File: config.mk
export PLATFORM = sky130hd
export DESIGN_NAME = psml_device_flat
export DESIGN_NICKNAME = d
export VERILOG_FILES = /design/src/logic/psml_pkg.sv /design/src/logic/psml_bus_if.sv /design/src/logic/psml_device.sv /design/src/flat_wrapper.sv
export SDC_FILE = /design/constraint.sdc
export NUM_CORES = 1
export LEC_CHECK = 0
export ABC_AREA = 1
export BUFFER_PORTS_ARGS = -buffer_cell sky130_fd_sc_hd__buf_4
export CORE_UTILIZATION = 37
export CTS_BUF_LIST = sky130_fd_sc_hd__clkbuf_4 sky130_fd_sc_hd__clkbuf_8
export DETAILED_ROUTE_END_ITERATION = 12
export GPL_TIMING_DRIVEN = 0
export PLACE_DENSITY = 0.55
export SYNTH_ARGS = -nofsm -noshare
export SYNTH_HDL_FRONTEND = slang
export SYNTH_SLANG_ARGS = --single-unit
export TNS_END_PERCENT = 30
File: constraint.sdc
create_clock -name clock -period 2.4 [get_ports clock]
set_input_delay 0.12 -clock clock [delete_from_list [all_inputs] [get_ports clock]]
set_output_delay 0.12 -clock clock [all_outputs]
set_load 0.02 [all_outputs]
File: src/logic/psml_pkg.sv
package psml_pkg;
	// ----------------------------------------------------------------
	// bus geometry and timing
	// ----------------------------------------------------------------
	localparam int PSML_AD_W = 32;
	localparam int PSML_REQ_W = 4;
	localparam int PSML_PERR_DELAY = 2;
	localparam int PSML_RST_CYCLES = 16;
	localparam logic [3:0] PSML_REQ_IDLE = 4'hF;
	localparam logic [1:0] PSML_SYNC_RESET = 2'h3;
	localparam logic [4:0] PSML_CNT_RESET = 5'h00;

	// ----------------------------------------------------------------
	// modes and phases
	// ----------------------------------------------------------------
	typedef enum {PSML_HOST_INT, PSML_HOST_EXT, PSML_SATELLITE} psml_mode_t;
	typedef enum {PSML_IDLE, PSML_ADDR, PSML_WRITE, PSML_READ} psml_phase_t;

	// even parity: xor of all bits makes the total count of ones even
	function automatic logic psml_even_parity(input logic [31:0] value);
		psml_even_parity = ^value;
	endfunction : psml_even_parity
endpackage : psml_pkg

File: src/logic/psml_bus_if.sv
`timescale 1ns/1ps
interface psml_bus_if;
	// shared sideband wires, each driver except addrData and lockN given as value and enable
	logic [31:0] addrData;
	logic lockN;
	logic parityDev;
	logic parityDevOe;
	logic parityFar;
	logic parityFarOe;
	logic perrDevN;
	logic perrDevOe;
	logic perrFarN;
	logic perrFarOe;
	logic [3:0] reqDevN;
	logic [3:0] reqDevOe;
	logic [3:0] reqFarN;
	logic [3:0] reqFarOe;
	logic rstDevN;
	logic rstDevOe;
	logic rstFarN;
	logic rstFarOe;

	modport device (
		input addrData, lockN, parityFar, parityFarOe, perrFarN, perrFarOe,
		input reqFarN, reqFarOe, rstFarN, rstFarOe,
		output parityDev, parityDevOe, perrDevN, perrDevOe,
		output reqDevN, reqDevOe, rstDevN, rstDevOe
	);
	modport far (
		output addrData, lockN, parityFar, parityFarOe, perrFarN, perrFarOe,
		output reqFarN, reqFarOe, rstFarN, rstFarOe,
		input parityDev, parityDevOe, perrDevN, perrDevOe,
		input reqDevN, reqDevOe, rstDevN, rstDevOe
	);
endinterface : psml_bus_if

File: src/logic/psml_device.sv
// How it works
// lock low marks exclusive access in progress
// parity makes ones across bus even
// master drives parity in address, write
// target drives parity in read phases
// parity error low two clocks after data; code drives it four clocks after, with two synchroniser stages added
// host internal arbiter: four requests are inputs
// host external: request0 driven, 3:1 high
// satellite: request0 asserted when bus needed
// satellite: request1 becomes configuration chip select
// satellite: requests 3:2 driven high
// host drives bus reset as output
// satellite: bus reset input starts warm reset
// mode straps latched at reset set directions
`timescale 1ns/1ps
module psml_device
	import psml_pkg::*;
(
	// clock and reset
	input wire logic clock,
	input wire logic resetn,
	// mode straps
	input wire logic strapHost,
	input wire logic strapExtArbiter,
	// user side
	input wire logic [1:0] phase,
	input wire logic parityDataValid,
	input wire logic needBus,
	input wire logic busResetReq,
	output logic [3:0] arbiterRequest,
	output logic exclusiveActive,
	output logic configSelect,
	output logic parityErrorSeen,
	output logic warmResetPulse,
	output logic hostMode,
	// pci side
	psml_bus_if.device bus
);
	logic [1:0] strapCnt_reg;
	logic [1:0] mode_reg;
	logic [1:0] lockSync_reg;
	logic [1:0] rstSync_reg;
	logic [1:0] idselSync_reg;
	logic [3:0] reqSync0_reg;
	logic [3:0] reqSync1_reg;
	logic [31:0] adSync0_reg;
	logic [31:0] adSync1_reg;
	logic [1:0] parSync_reg;
	logic [1:0] chkSync0_reg;
	logic [1:0] perrPipe_reg;
	logic rstSeen_reg;
	logic [4:0] rstCnt_reg;
	logic satellite;
	logic hostExt;

	assign satellite = (mode_reg == 2'(PSML_SATELLITE));
	assign hostExt = (mode_reg == 2'(PSML_HOST_EXT));

	// ----------------------------------------------------------------
	// mode capture
	// ----------------------------------------------------------------
	// straps caught one edge after release, never under reset itself
	always_ff @(posedge clock or negedge resetn)
	begin
		if (!resetn)
		begin
			strapCnt_reg <= 2'h0;
			mode_reg <= 2'(PSML_HOST_INT);
		end
		else if (strapCnt_reg == 2'h0)
		begin
			strapCnt_reg <= 2'h1;
			if (!strapHost)
				mode_reg <= 2'(PSML_SATELLITE);
			else if (strapExtArbiter)
				mode_reg <= 2'(PSML_HOST_EXT);
			else
				mode_reg <= 2'(PSML_HOST_INT);
		end
	end

	// ----------------------------------------------------------------
	// input synchronisers
	// ----------------------------------------------------------------
	// pins come from another agent: two flops before any logic but the driven parity, which reads addrData directly
	always_ff @(posedge clock or negedge resetn)
	begin
		if (!resetn)
		begin
			lockSync_reg <= PSML_SYNC_RESET;
			rstSync_reg <= PSML_SYNC_RESET;
			idselSync_reg <= PSML_SYNC_RESET;
			reqSync0_reg <= PSML_REQ_IDLE;
			reqSync1_reg <= PSML_REQ_IDLE;
			adSync0_reg <= 32'h0000_0000;
			adSync1_reg <= 32'h0000_0000;
			parSync_reg <= 2'h0;
			chkSync0_reg <= 2'h0;
		end
		else
		begin
			lockSync_reg <= {lockSync_reg[0], bus.lockN};
			rstSync_reg <= {rstSync_reg[0], bus.rstFarN};
			idselSync_reg <= {idselSync_reg[0], bus.reqFarN[1]};
			reqSync0_reg <= bus.reqFarN;
			reqSync1_reg <= reqSync0_reg;
			adSync0_reg <= bus.addrData;
			adSync1_reg <= adSync0_reg;
			parSync_reg <= {parSync_reg[0], bus.parityFar};
			// two stages, so the strobe meets data and parity of its cycle
			chkSync0_reg <= {chkSync0_reg[0], parityDataValid};
		end
	end

	// ----------------------------------------------------------------
	// parity driving and checking
	// ----------------------------------------------------------------
	// we master address and write phases, target read phases
	always_ff @(posedge clock or negedge resetn)
	begin
		if (!resetn)
		begin
			bus.parityDev <= 1'b0;
			bus.parityDevOe <= 1'b0;
		end
		else
		begin
			bus.parityDev <= psml_even_parity(bus.addrData);
			bus.parityDevOe <= (phase != 2'(PSML_IDLE));
		end
	end

	// check aligns with the synchronised data; error two clocks later
	always_ff @(posedge clock or negedge resetn)
	begin
		if (!resetn)
		begin
			perrPipe_reg <= 2'h0;
			bus.perrDevN <= 1'b1;
			bus.perrDevOe <= 1'b0;
			parityErrorSeen <= 1'b0;
		end
		else
		begin
			perrPipe_reg <= {perrPipe_reg[0], chkSync0_reg[1]
				& (psml_even_parity(adSync1_reg) != parSync_reg[1])};
			bus.perrDevN <= !perrPipe_reg[1];
			bus.perrDevOe <= perrPipe_reg[1];
			parityErrorSeen <= perrPipe_reg[1];
		end
	end

	// ----------------------------------------------------------------
	// request pins and lock
	// ----------------------------------------------------------------
	always_ff @(posedge clock or negedge resetn)
	begin
		if (!resetn)
		begin
			bus.reqDevN <= PSML_REQ_IDLE;
			bus.reqDevOe <= 4'h0;
			arbiterRequest <= 4'h0;
			configSelect <= 1'b0;
			exclusiveActive <= 1'b0;
			hostMode <= 1'b1;
		end
		else
		begin
			hostMode <= !satellite;
			exclusiveActive <= !lockSync_reg[1];
			arbiterRequest <= (mode_reg == 2'(PSML_HOST_INT))
				? ~reqSync1_reg : 4'h0;
			// the far end pulls the borrowed request pin low to select us
			configSelect <= satellite & !idselSync_reg[1];
			bus.reqDevN <= {3'h7, !(needBus & (hostExt | satellite))};
			// pins stay released until the straps have been taken
			if (strapCnt_reg == 2'h0)
				bus.reqDevOe <= 4'h0;
			else if (hostExt)
				bus.reqDevOe <= 4'hF;
			else if (satellite)
				bus.reqDevOe <= 4'hD;
			else
				bus.reqDevOe <= 4'h0;
		end
	end

	// ----------------------------------------------------------------
	// bus reset
	// ----------------------------------------------------------------
	// in satellite mode a falling edge of the far reset starts one warm reset
	always_ff @(posedge clock or negedge resetn)
	begin
		if (!resetn)
		begin
			rstSeen_reg <= 1'b1;
			rstCnt_reg <= PSML_CNT_RESET;
			bus.rstDevN <= 1'b0;
			bus.rstDevOe <= 1'b0;
			warmResetPulse <= 1'b0;
		end
		else
		begin
			rstSeen_reg <= rstSync_reg[1];
			warmResetPulse <= satellite & rstSeen_reg & !rstSync_reg[1];
			bus.rstDevOe <= (strapCnt_reg != 2'h0) & !satellite;
			if (busResetReq)
				rstCnt_reg <= 5'(PSML_RST_CYCLES);
			else if (rstCnt_reg != 5'h00)
				rstCnt_reg <= rstCnt_reg - 5'h01;
			bus.rstDevN <= !(busResetReq | (rstCnt_reg != 5'h00));
		end
	end
endmodule : psml_device

File: src/flat_wrapper.sv
// flat-port wrapper written by rule: the top's interface ports become plain ports
module psml_device_flat import psml_pkg::*;
  (clock, resetn, strapHost, strapExtArbiter, phase, parityDataValid, needBus, busResetReq, arbiterRequest, exclusiveActive, configSelect, parityErrorSeen, warmResetPulse, hostMode, bus_addrData, bus_lockN, bus_parityFar, bus_parityFarOe, bus_perrFarN, bus_perrFarOe, bus_reqFarN, bus_reqFarOe, bus_rstFarN, bus_rstFarOe, bus_parityDev, bus_parityDevOe, bus_perrDevN, bus_perrDevOe, bus_reqDevN, bus_reqDevOe, bus_rstDevN, bus_rstDevOe);
  psml_bus_if bus_i ();
  input wire logic clock;
  input wire logic resetn;
  input wire logic strapHost;
  input wire logic strapExtArbiter;
  input wire logic [1:0] phase;
  input wire logic parityDataValid;
  input wire logic needBus;
  input wire logic busResetReq;
  output logic [3:0] arbiterRequest;
  output logic exclusiveActive;
  output logic configSelect;
  output logic parityErrorSeen;
  output logic warmResetPulse;
  output logic hostMode;
  input wire logic [$bits(bus_i.addrData)-1:0] bus_addrData;
  input wire logic [$bits(bus_i.lockN)-1:0] bus_lockN;
  input wire logic [$bits(bus_i.parityFar)-1:0] bus_parityFar;
  input wire logic [$bits(bus_i.parityFarOe)-1:0] bus_parityFarOe;
  input wire logic [$bits(bus_i.perrFarN)-1:0] bus_perrFarN;
  input wire logic [$bits(bus_i.perrFarOe)-1:0] bus_perrFarOe;
  input wire logic [$bits(bus_i.reqFarN)-1:0] bus_reqFarN;
  input wire logic [$bits(bus_i.reqFarOe)-1:0] bus_reqFarOe;
  input wire logic [$bits(bus_i.rstFarN)-1:0] bus_rstFarN;
  input wire logic [$bits(bus_i.rstFarOe)-1:0] bus_rstFarOe;
  output wire logic [$bits(bus_i.parityDev)-1:0] bus_parityDev;
  output wire logic [$bits(bus_i.parityDevOe)-1:0] bus_parityDevOe;
  output wire logic [$bits(bus_i.perrDevN)-1:0] bus_perrDevN;
  output wire logic [$bits(bus_i.perrDevOe)-1:0] bus_perrDevOe;
  output wire logic [$bits(bus_i.reqDevN)-1:0] bus_reqDevN;
  output wire logic [$bits(bus_i.reqDevOe)-1:0] bus_reqDevOe;
  output wire logic [$bits(bus_i.rstDevN)-1:0] bus_rstDevN;
  output wire logic [$bits(bus_i.rstDevOe)-1:0] bus_rstDevOe;
  assign bus_i.addrData = bus_addrData;
  assign bus_i.lockN = bus_lockN;
  assign bus_i.parityFar = bus_parityFar;
  assign bus_i.parityFarOe = bus_parityFarOe;
  assign bus_i.perrFarN = bus_perrFarN;
  assign bus_i.perrFarOe = bus_perrFarOe;
  assign bus_i.reqFarN = bus_reqFarN;
  assign bus_i.reqFarOe = bus_reqFarOe;
  assign bus_i.rstFarN = bus_rstFarN;
  assign bus_i.rstFarOe = bus_rstFarOe;
  assign bus_parityDev = bus_i.parityDev;
  assign bus_parityDevOe = bus_i.parityDevOe;
  assign bus_perrDevN = bus_i.perrDevN;
  assign bus_perrDevOe = bus_i.perrDevOe;
  assign bus_reqDevN = bus_i.reqDevN;
  assign bus_reqDevOe = bus_i.reqDevOe;
  assign bus_rstDevN = bus_i.rstDevN;
  assign bus_rstDevOe = bus_i.rstDevOe;
  psml_device u_core (.clock(clock), .resetn(resetn), .strapHost(strapHost), .strapExtArbiter(strapExtArbiter), .phase(phase), .parityDataValid(parityDataValid), .needBus(needBus), .busResetReq(busResetReq), .arbiterRequest(arbiterRequest), .exclusiveActive(exclusiveActive), .configSelect(configSelect), .parityErrorSeen(parityErrorSeen), .warmResetPulse(warmResetPulse), .hostMode(hostMode), .bus(bus_i));
endmodule
==> results of run 1 <==
path summary, 6_finish.rpt:
kind | start | depth (start not counted) | end | slack (ps)
max in group asynchronous | resetn | 3 | u_core.bus.reqDevN[0] | 1550
min in group clock | u_core.adSync0_reg[9] | 0 | u_core.adSync1_reg[9] | 350
max | bus_addrData[19] | 9 | u_core.bus.parityDev | 940
max reg2reg | u_core.adSync1_reg[0] | 13 | u_core.perrPipe_reg[0] | 940
min reg2reg | u_core.adSync0_reg[9] | 0 | u_core.adSync1_reg[9] | 350
min | resetn | 2 | u_core.rstCnt_reg[4] | 170
routing by layer:
| metal | share of wire (%) | routed length [um] | track usage (%) | vias up |
|---|---|---|---|---|
| met5 | 0 | 0 | 0 | - |
| met4 | 1.5 | 99 | 6.250 | 0 |
| met3 | 5.6 | 364 | 3.801 | 8 |
| met2 | 48 | 3099 | 21.29 | 58 |
| met1 | 45 | 2901 | 15.34 | 1188 |
| li1 | - | - | - | 1319 |
report_power, final:
group          leakage (nW)  internal, mW  switching [mW]  total (mW)
registers              1.26          1.98          0.0756        2.06
clock network         0.112         0.612           0.606        1.22
logic                  1.35         0.361           0.392       0.753
cell usage after synthesis (all sizes together):
library cell,number
a211oi,1
a21oi,4
buf,6
conb,1
dfrtp,92
dfstp,16
ha,4
inv,40
nand2,122
nand3,8
nand3b,1
nor2,12
nor3,1
o21ai,2
o31ai,1
or2,1
xnor2,31
xor2,17
placed cells by master, fill, tap and decap left out, drive strengths merged, types with 4 or more instances in the layout:
master	instances
nor2	12
dfstp	16
clkbuf	10
inv	42
xnor2	31
dfrtp	92
a21oi	4
buf	74
nand2	122
ha	4
dlygate4sd3	47
conb	4
xor2	17
nand3	8
cells by family (layout without fill, tap and decap cells):
| logic type | Yosys count | after routing | share of synthesized area (%) |
|---|---|---|---|
| xor gates and xnor gates | 48 | 48 | 10.51 |
| buffers and inverters | 46 | 177 | 4.878 |
| and+or+nand+nor | 145 | 145 | 14.10 |
| adders and majority gates | 4 | 4 | 1.251 |
| DFF | 108 | 108 | 68.04 |
| other | 1 | 4 | 0.09372 |
| AOI/OAI and AO/OA | 8 | 8 | 1.126 |
what timing repair did:
| action | 4_1_cts | 5_1_grt |
|---|---|---|
| buffers inserted | 0 | 0 |
| hold endpoints to repair | 48 | 38 |
| setup endpoints to repair | 0 | 0 |
| hold buffers | 46 | 1 |
| gates resized for setup | 0 | 0 |
critical path, stage by stage:
cell and delay [ps]:
dlygate4sd3_1 540, buf_4 140, xnor2_1 240, xnor2_1 200, xor2_1 210, nand2_1 110, nand2_1 70, nand3_1 60
nand2_1 60
layout make-up:
class | count | area share (%)
flip-flops and latches | 108 | 50.28
multi-input cells | 209 | 20.22
repair buffers | 115 | 18.55
well taps | 136 | 3.142
inverters | 40 | 2.773
clock buffers | 10 | 2.426
clock inverters | 6 | 1.779
plain buffers | 6 | 0.8318
==> flow_summary_export.csv, run 1 <==
group,metric,value,unit
floorplan,placementRows,37,
synth,synth.avg_cell_area,11.11,um^2
finish,layout-drive-gt1-share,21.86,%
grt,gr-total-overflow,0,
clock_tree,cts-root-buf,"clkbuf_8",
timing,setup_viol,0,
synth,synth.cell_area,0.004001,mm^2
pwr,p_leak,2.728,nW
critical_path,crit_arrival,1750,ps
floorplan,start_util,38.41,%
grt,antenna_found_initial,0,
placement,globalplace.congestion,0.6576,
floorplan,dieWidth,106.0,um
timing,worst_slack,943.1,ps
drt,vias_per_cell,4.084,
critical_path,criticalPathCategory,"input port to register",
placement,place_area,0.004686,mm^2
drt,routed_wl,6464,um
clock_tree,cts_tree,"done",
pwr,total_power,4.031,mW
critical_path,worst-path-max-fanout,2,
clock_tree,numCtsBuffers,9,
placement,pre_cts_ws,938.4,ps
drt,drtIter0Drc,49,
finish,diodes,0,
synth,yosys_warnings,0,
synth,netlist_instances,360,
synth,yosysSeqAreaShare,68.04,%
finish,syn_to_final_growth,35.33,%
drt,ant_nets,0,
finish,multiInputGateArea,0.001095,mm^2
finish,final_util,51.99,%
critical_path,cp.required,2700,ps
drt,drt_first_pass_iters,5,
clock_tree,htreeDepth,3,
run_status,status,"complete, no violations",
synth,yosysUniqueCellTypes,19,
grt,grt_use_total,12.87,%
critical_path,start_kind,"input port",
grt,grt_pass1_wl,11190,um
placement,portBuffers,67,
floorplan,chipHeight,106.0,um
floorplan,core,0.01042,mm^2
placement,place_inst,566,
drt,wire_per_inst,10.26,um
floorplan,design.die.area,0.01123,mm^2
synth,synth_top_area_share,57.54,%
timing,fin_tns_setup,0,ps
clock_tree,path_clk_slew,110,ps
hold_path,worstHoldPathType,"input port to async pin",
timing,fin_crit_sh,60.70,%
clock_tree,numClockSinks,108,
finish,final-seq-area,0.002723,mm^2
timing,drv_slew,0,
pwr,power_density,744.3,mW/mm^2
timing,hold_ws,165.5,ps
drt,drc,0,
synth,synth_seq_cells,108,
pwr,vdd_ir_drop_max,0.4382,mV
synth,synth_top_area_cell,"dfrtp_1",
finish,n_fill_cell,921,
run,cap_violations,0,
timing,finClkSkew,11.82,ps
drt,via_count,2573,
timing,period_minus_slack,1457,ps
timing,fmax,0.6864,GHz
clock_tree,ctsLongestPathBuffers,2,
critical_path,endpoint_kind,"register",
grt,grt_pass1_vias,2652,
floorplan,ios,79,
grt,grt_start_max_net_pins,109,
placement,dp_hpwl,4304,um
finish,final_area,0.005415,mm^2
finish,layout.nets,549,
finish,stdcell_count,630,
synth,ys_top_cells_by_area,"dfrtp_1, nand2_1, dfstp_2",
clock_tree,clk_latency,360,ps
timing,rsz0062_at_grt,"false",
timing,finalHoldViolCount,0,
(Power assumes the default switching activity.)
==> inputs of run 2 (changes only) <==
Settings changed: PLACE_DENSITY 0.55 to 0.57.
Clock period 2.4 ns to 1.3 ns, I/O delays scaled along.
==> flow_summary_export.csv, run 2 (synthesis gave the netlist of run 1 again) <==
group,metric,value,unit
placement,place_area,0.004686,mm^2
placement,portBuffers,67,
floorplan,core,0.01042,mm^2
pwr,vdd_ir_drop_max,0.7566,mV
floorplan,design.die.area,0.01123,mm^2
critical_path,endpoint_kind,"register",
drt,drc,0,
grt,grt_util_met2,21.71,%
floorplan,chipHeight,106.0,um
pwr,p_leak,2.719,nW
clock_tree,ctsLongestPathBuffers,2,
run_status,violations,"setup timing",
critical_path,worst-path-max-fanout,3,
placement,globalplace.congestion,0.6791,
clock_tree,numClockSinks,108,
grt,met1_usage,15.16,%
grt,gr-total-overflow,0,
grt,top_usage_layer,"met2",
drt,vias_per_cell,4.098,
run,cap_violations,0,
grt,grt_use_total,12.74,%
critical_path,start_kind,"register",
finish,layout-drive-gt1-share,26.11,%
clock_tree,clk_latency,360,ps
grt,antenna_found_initial,0,
finish,final_area,0.005429,mm^2
critical_path,crit_arrival,1650,ps
timing,fin_crit_sh,104.9,%
timing,drv_slew,0,
timing,rsz0062_at_grt,"true",
timing,finClkSkew,8.621,ps
hold_path,worstHoldPathType,"input port to async pin",
grt,grt_pass1_vias,2560,
critical_path,cp.required,1590,ps
timing,setup_viol,2,
finish,layout.nets,549,
floorplan,start_util,38.41,%
drt,via_count,2582,
timing,fmax,0.7331,GHz
clock_tree,post_cts_buffers,0,
timing,worst_slack,-64.03,ps
drt,drt_first_pass_iters,4,
finish,syn_to_final_growth,35.68,%
clock_tree,cts-root-buf,"clkbuf_8",
finish,mostFrequentLayoutCells,"nand2_1, dfrtp_1, buf_4, dlygate4sd3_1, inv_1",
pwr,total_power,7.148,mW
pwr,power_density,1317,mW/mm^2
finish,final_common_cell,"nand2_1",
drt,ant_nets,0,
clock_tree,path_clk_slew,100,ps
drt,routed_wl,6459,um
critical_path,criticalPathCategory,"register to register",
drt,wire_per_inst,10.25,um
drt,drtIter0Drc,28,
finish,diodes,0,
critical_path,r2r_cells,13,
clock_tree,cts_tree,"done",
grt,grt_pass1_wl,11170,um
grt,grt_start_max_net_pins,109,
timing,finalHoldViolCount,0,
placement,pre_cts_ws,-112.4,ps
floorplan,placementRows,37,
floorplan,ios,79,
clock_tree,htreeDepth,3,
timing,hold_ws,49.29,ps
run_status,status,"finished, violations left",
clock_tree,numCtsBuffers,9,
floorplan,dieWidth,106.0,um
timing,fin_tns_setup,-65.65,ps
timing,period_minus_slack,1364,ps
placement,dp_hpwl,4246,um
grt,met3_usage,4.598,%
-- run 2: cell count changes in the layout (fill, tap and decap cells not counted), sizes merged --
cell and change:
clkbuf -1, clkinv +3, clkinvlp -1, bufinv -2, inv +1
-- run 2: through the flow --
step                      instances  util, %
after floorplan                 363        -
final                           630    52.12
after detailed placement        566    44.99
after CTS                       628    51.47
after global placement          566    44.99
after global routing            630    52.12
-- run 2: metal layers --
layer / part of all wire, % / vias to the layer above
met2: 51 / 55
met3: 5.3 / 8
met5: 0 / -
li1: - / 1320
met1: 43 / 1199
met4: 1.2 / 0
-- run 2: final cells by class --
class / instances / area, um^2
inverters: 40 / 150.1
well taps: 136 / 170.2
repair buffers: 115 / 1005
flip-flops and latches: 108 / 2723
plain buffers: 6 / 45.04
clock inverters: 7 / 58.81
fillers: 940 / 4987
clock buffers: 9 / 123.9
multi-input cells: 209 / 1154
-- run 2: critical path, cell delays in order (launching register included) --
cell and delay (ps):
dfrtp_1 410, inv_1 80, nand2_1 60, nand2_2 90, nand2_1 70, nand2_2 80, inv_1 40, nand2_1 60
nand2_2 60, nand2_1 70, nand3_2 80, nand2_1 60, nand2_1 40, a21oi_1 100
-- run 2: power by group --
part / internal [mW] / switching [mW]
Combinational: 0.696 / 0.768
Clock: 0.731 / 1.14
Sequential: 3.66 / 0.153
Total: 5.09 / 2.06
-- run 2: what timing repair did --
item,in CTS,in global routing
endpoints found under the setup margin,3,4
gates resized for setup,11,11
hold buffers,46,1
pin swaps,2,6
endpoints found under the hold margin,49,92
-- run 2: final timing paths --
kind	slack, ps	from	to
max in group asynchronous	560	resetn	u_core.bus.perrDevN
max	-60	u_core.adSync1_reg[6]	u_core.perrPipe_reg[0]
min	50	resetn	u_core.rstCnt_reg[1]
min reg2reg	350	u_core.adSync0_reg[8]	u_core.adSync1_reg[8]
max reg2reg	-60	u_core.adSync1_reg[6]	u_core.perrPipe_reg[0]
min in group clock	350	u_core.adSync0_reg[8]	u_core.adSync1_reg[8]
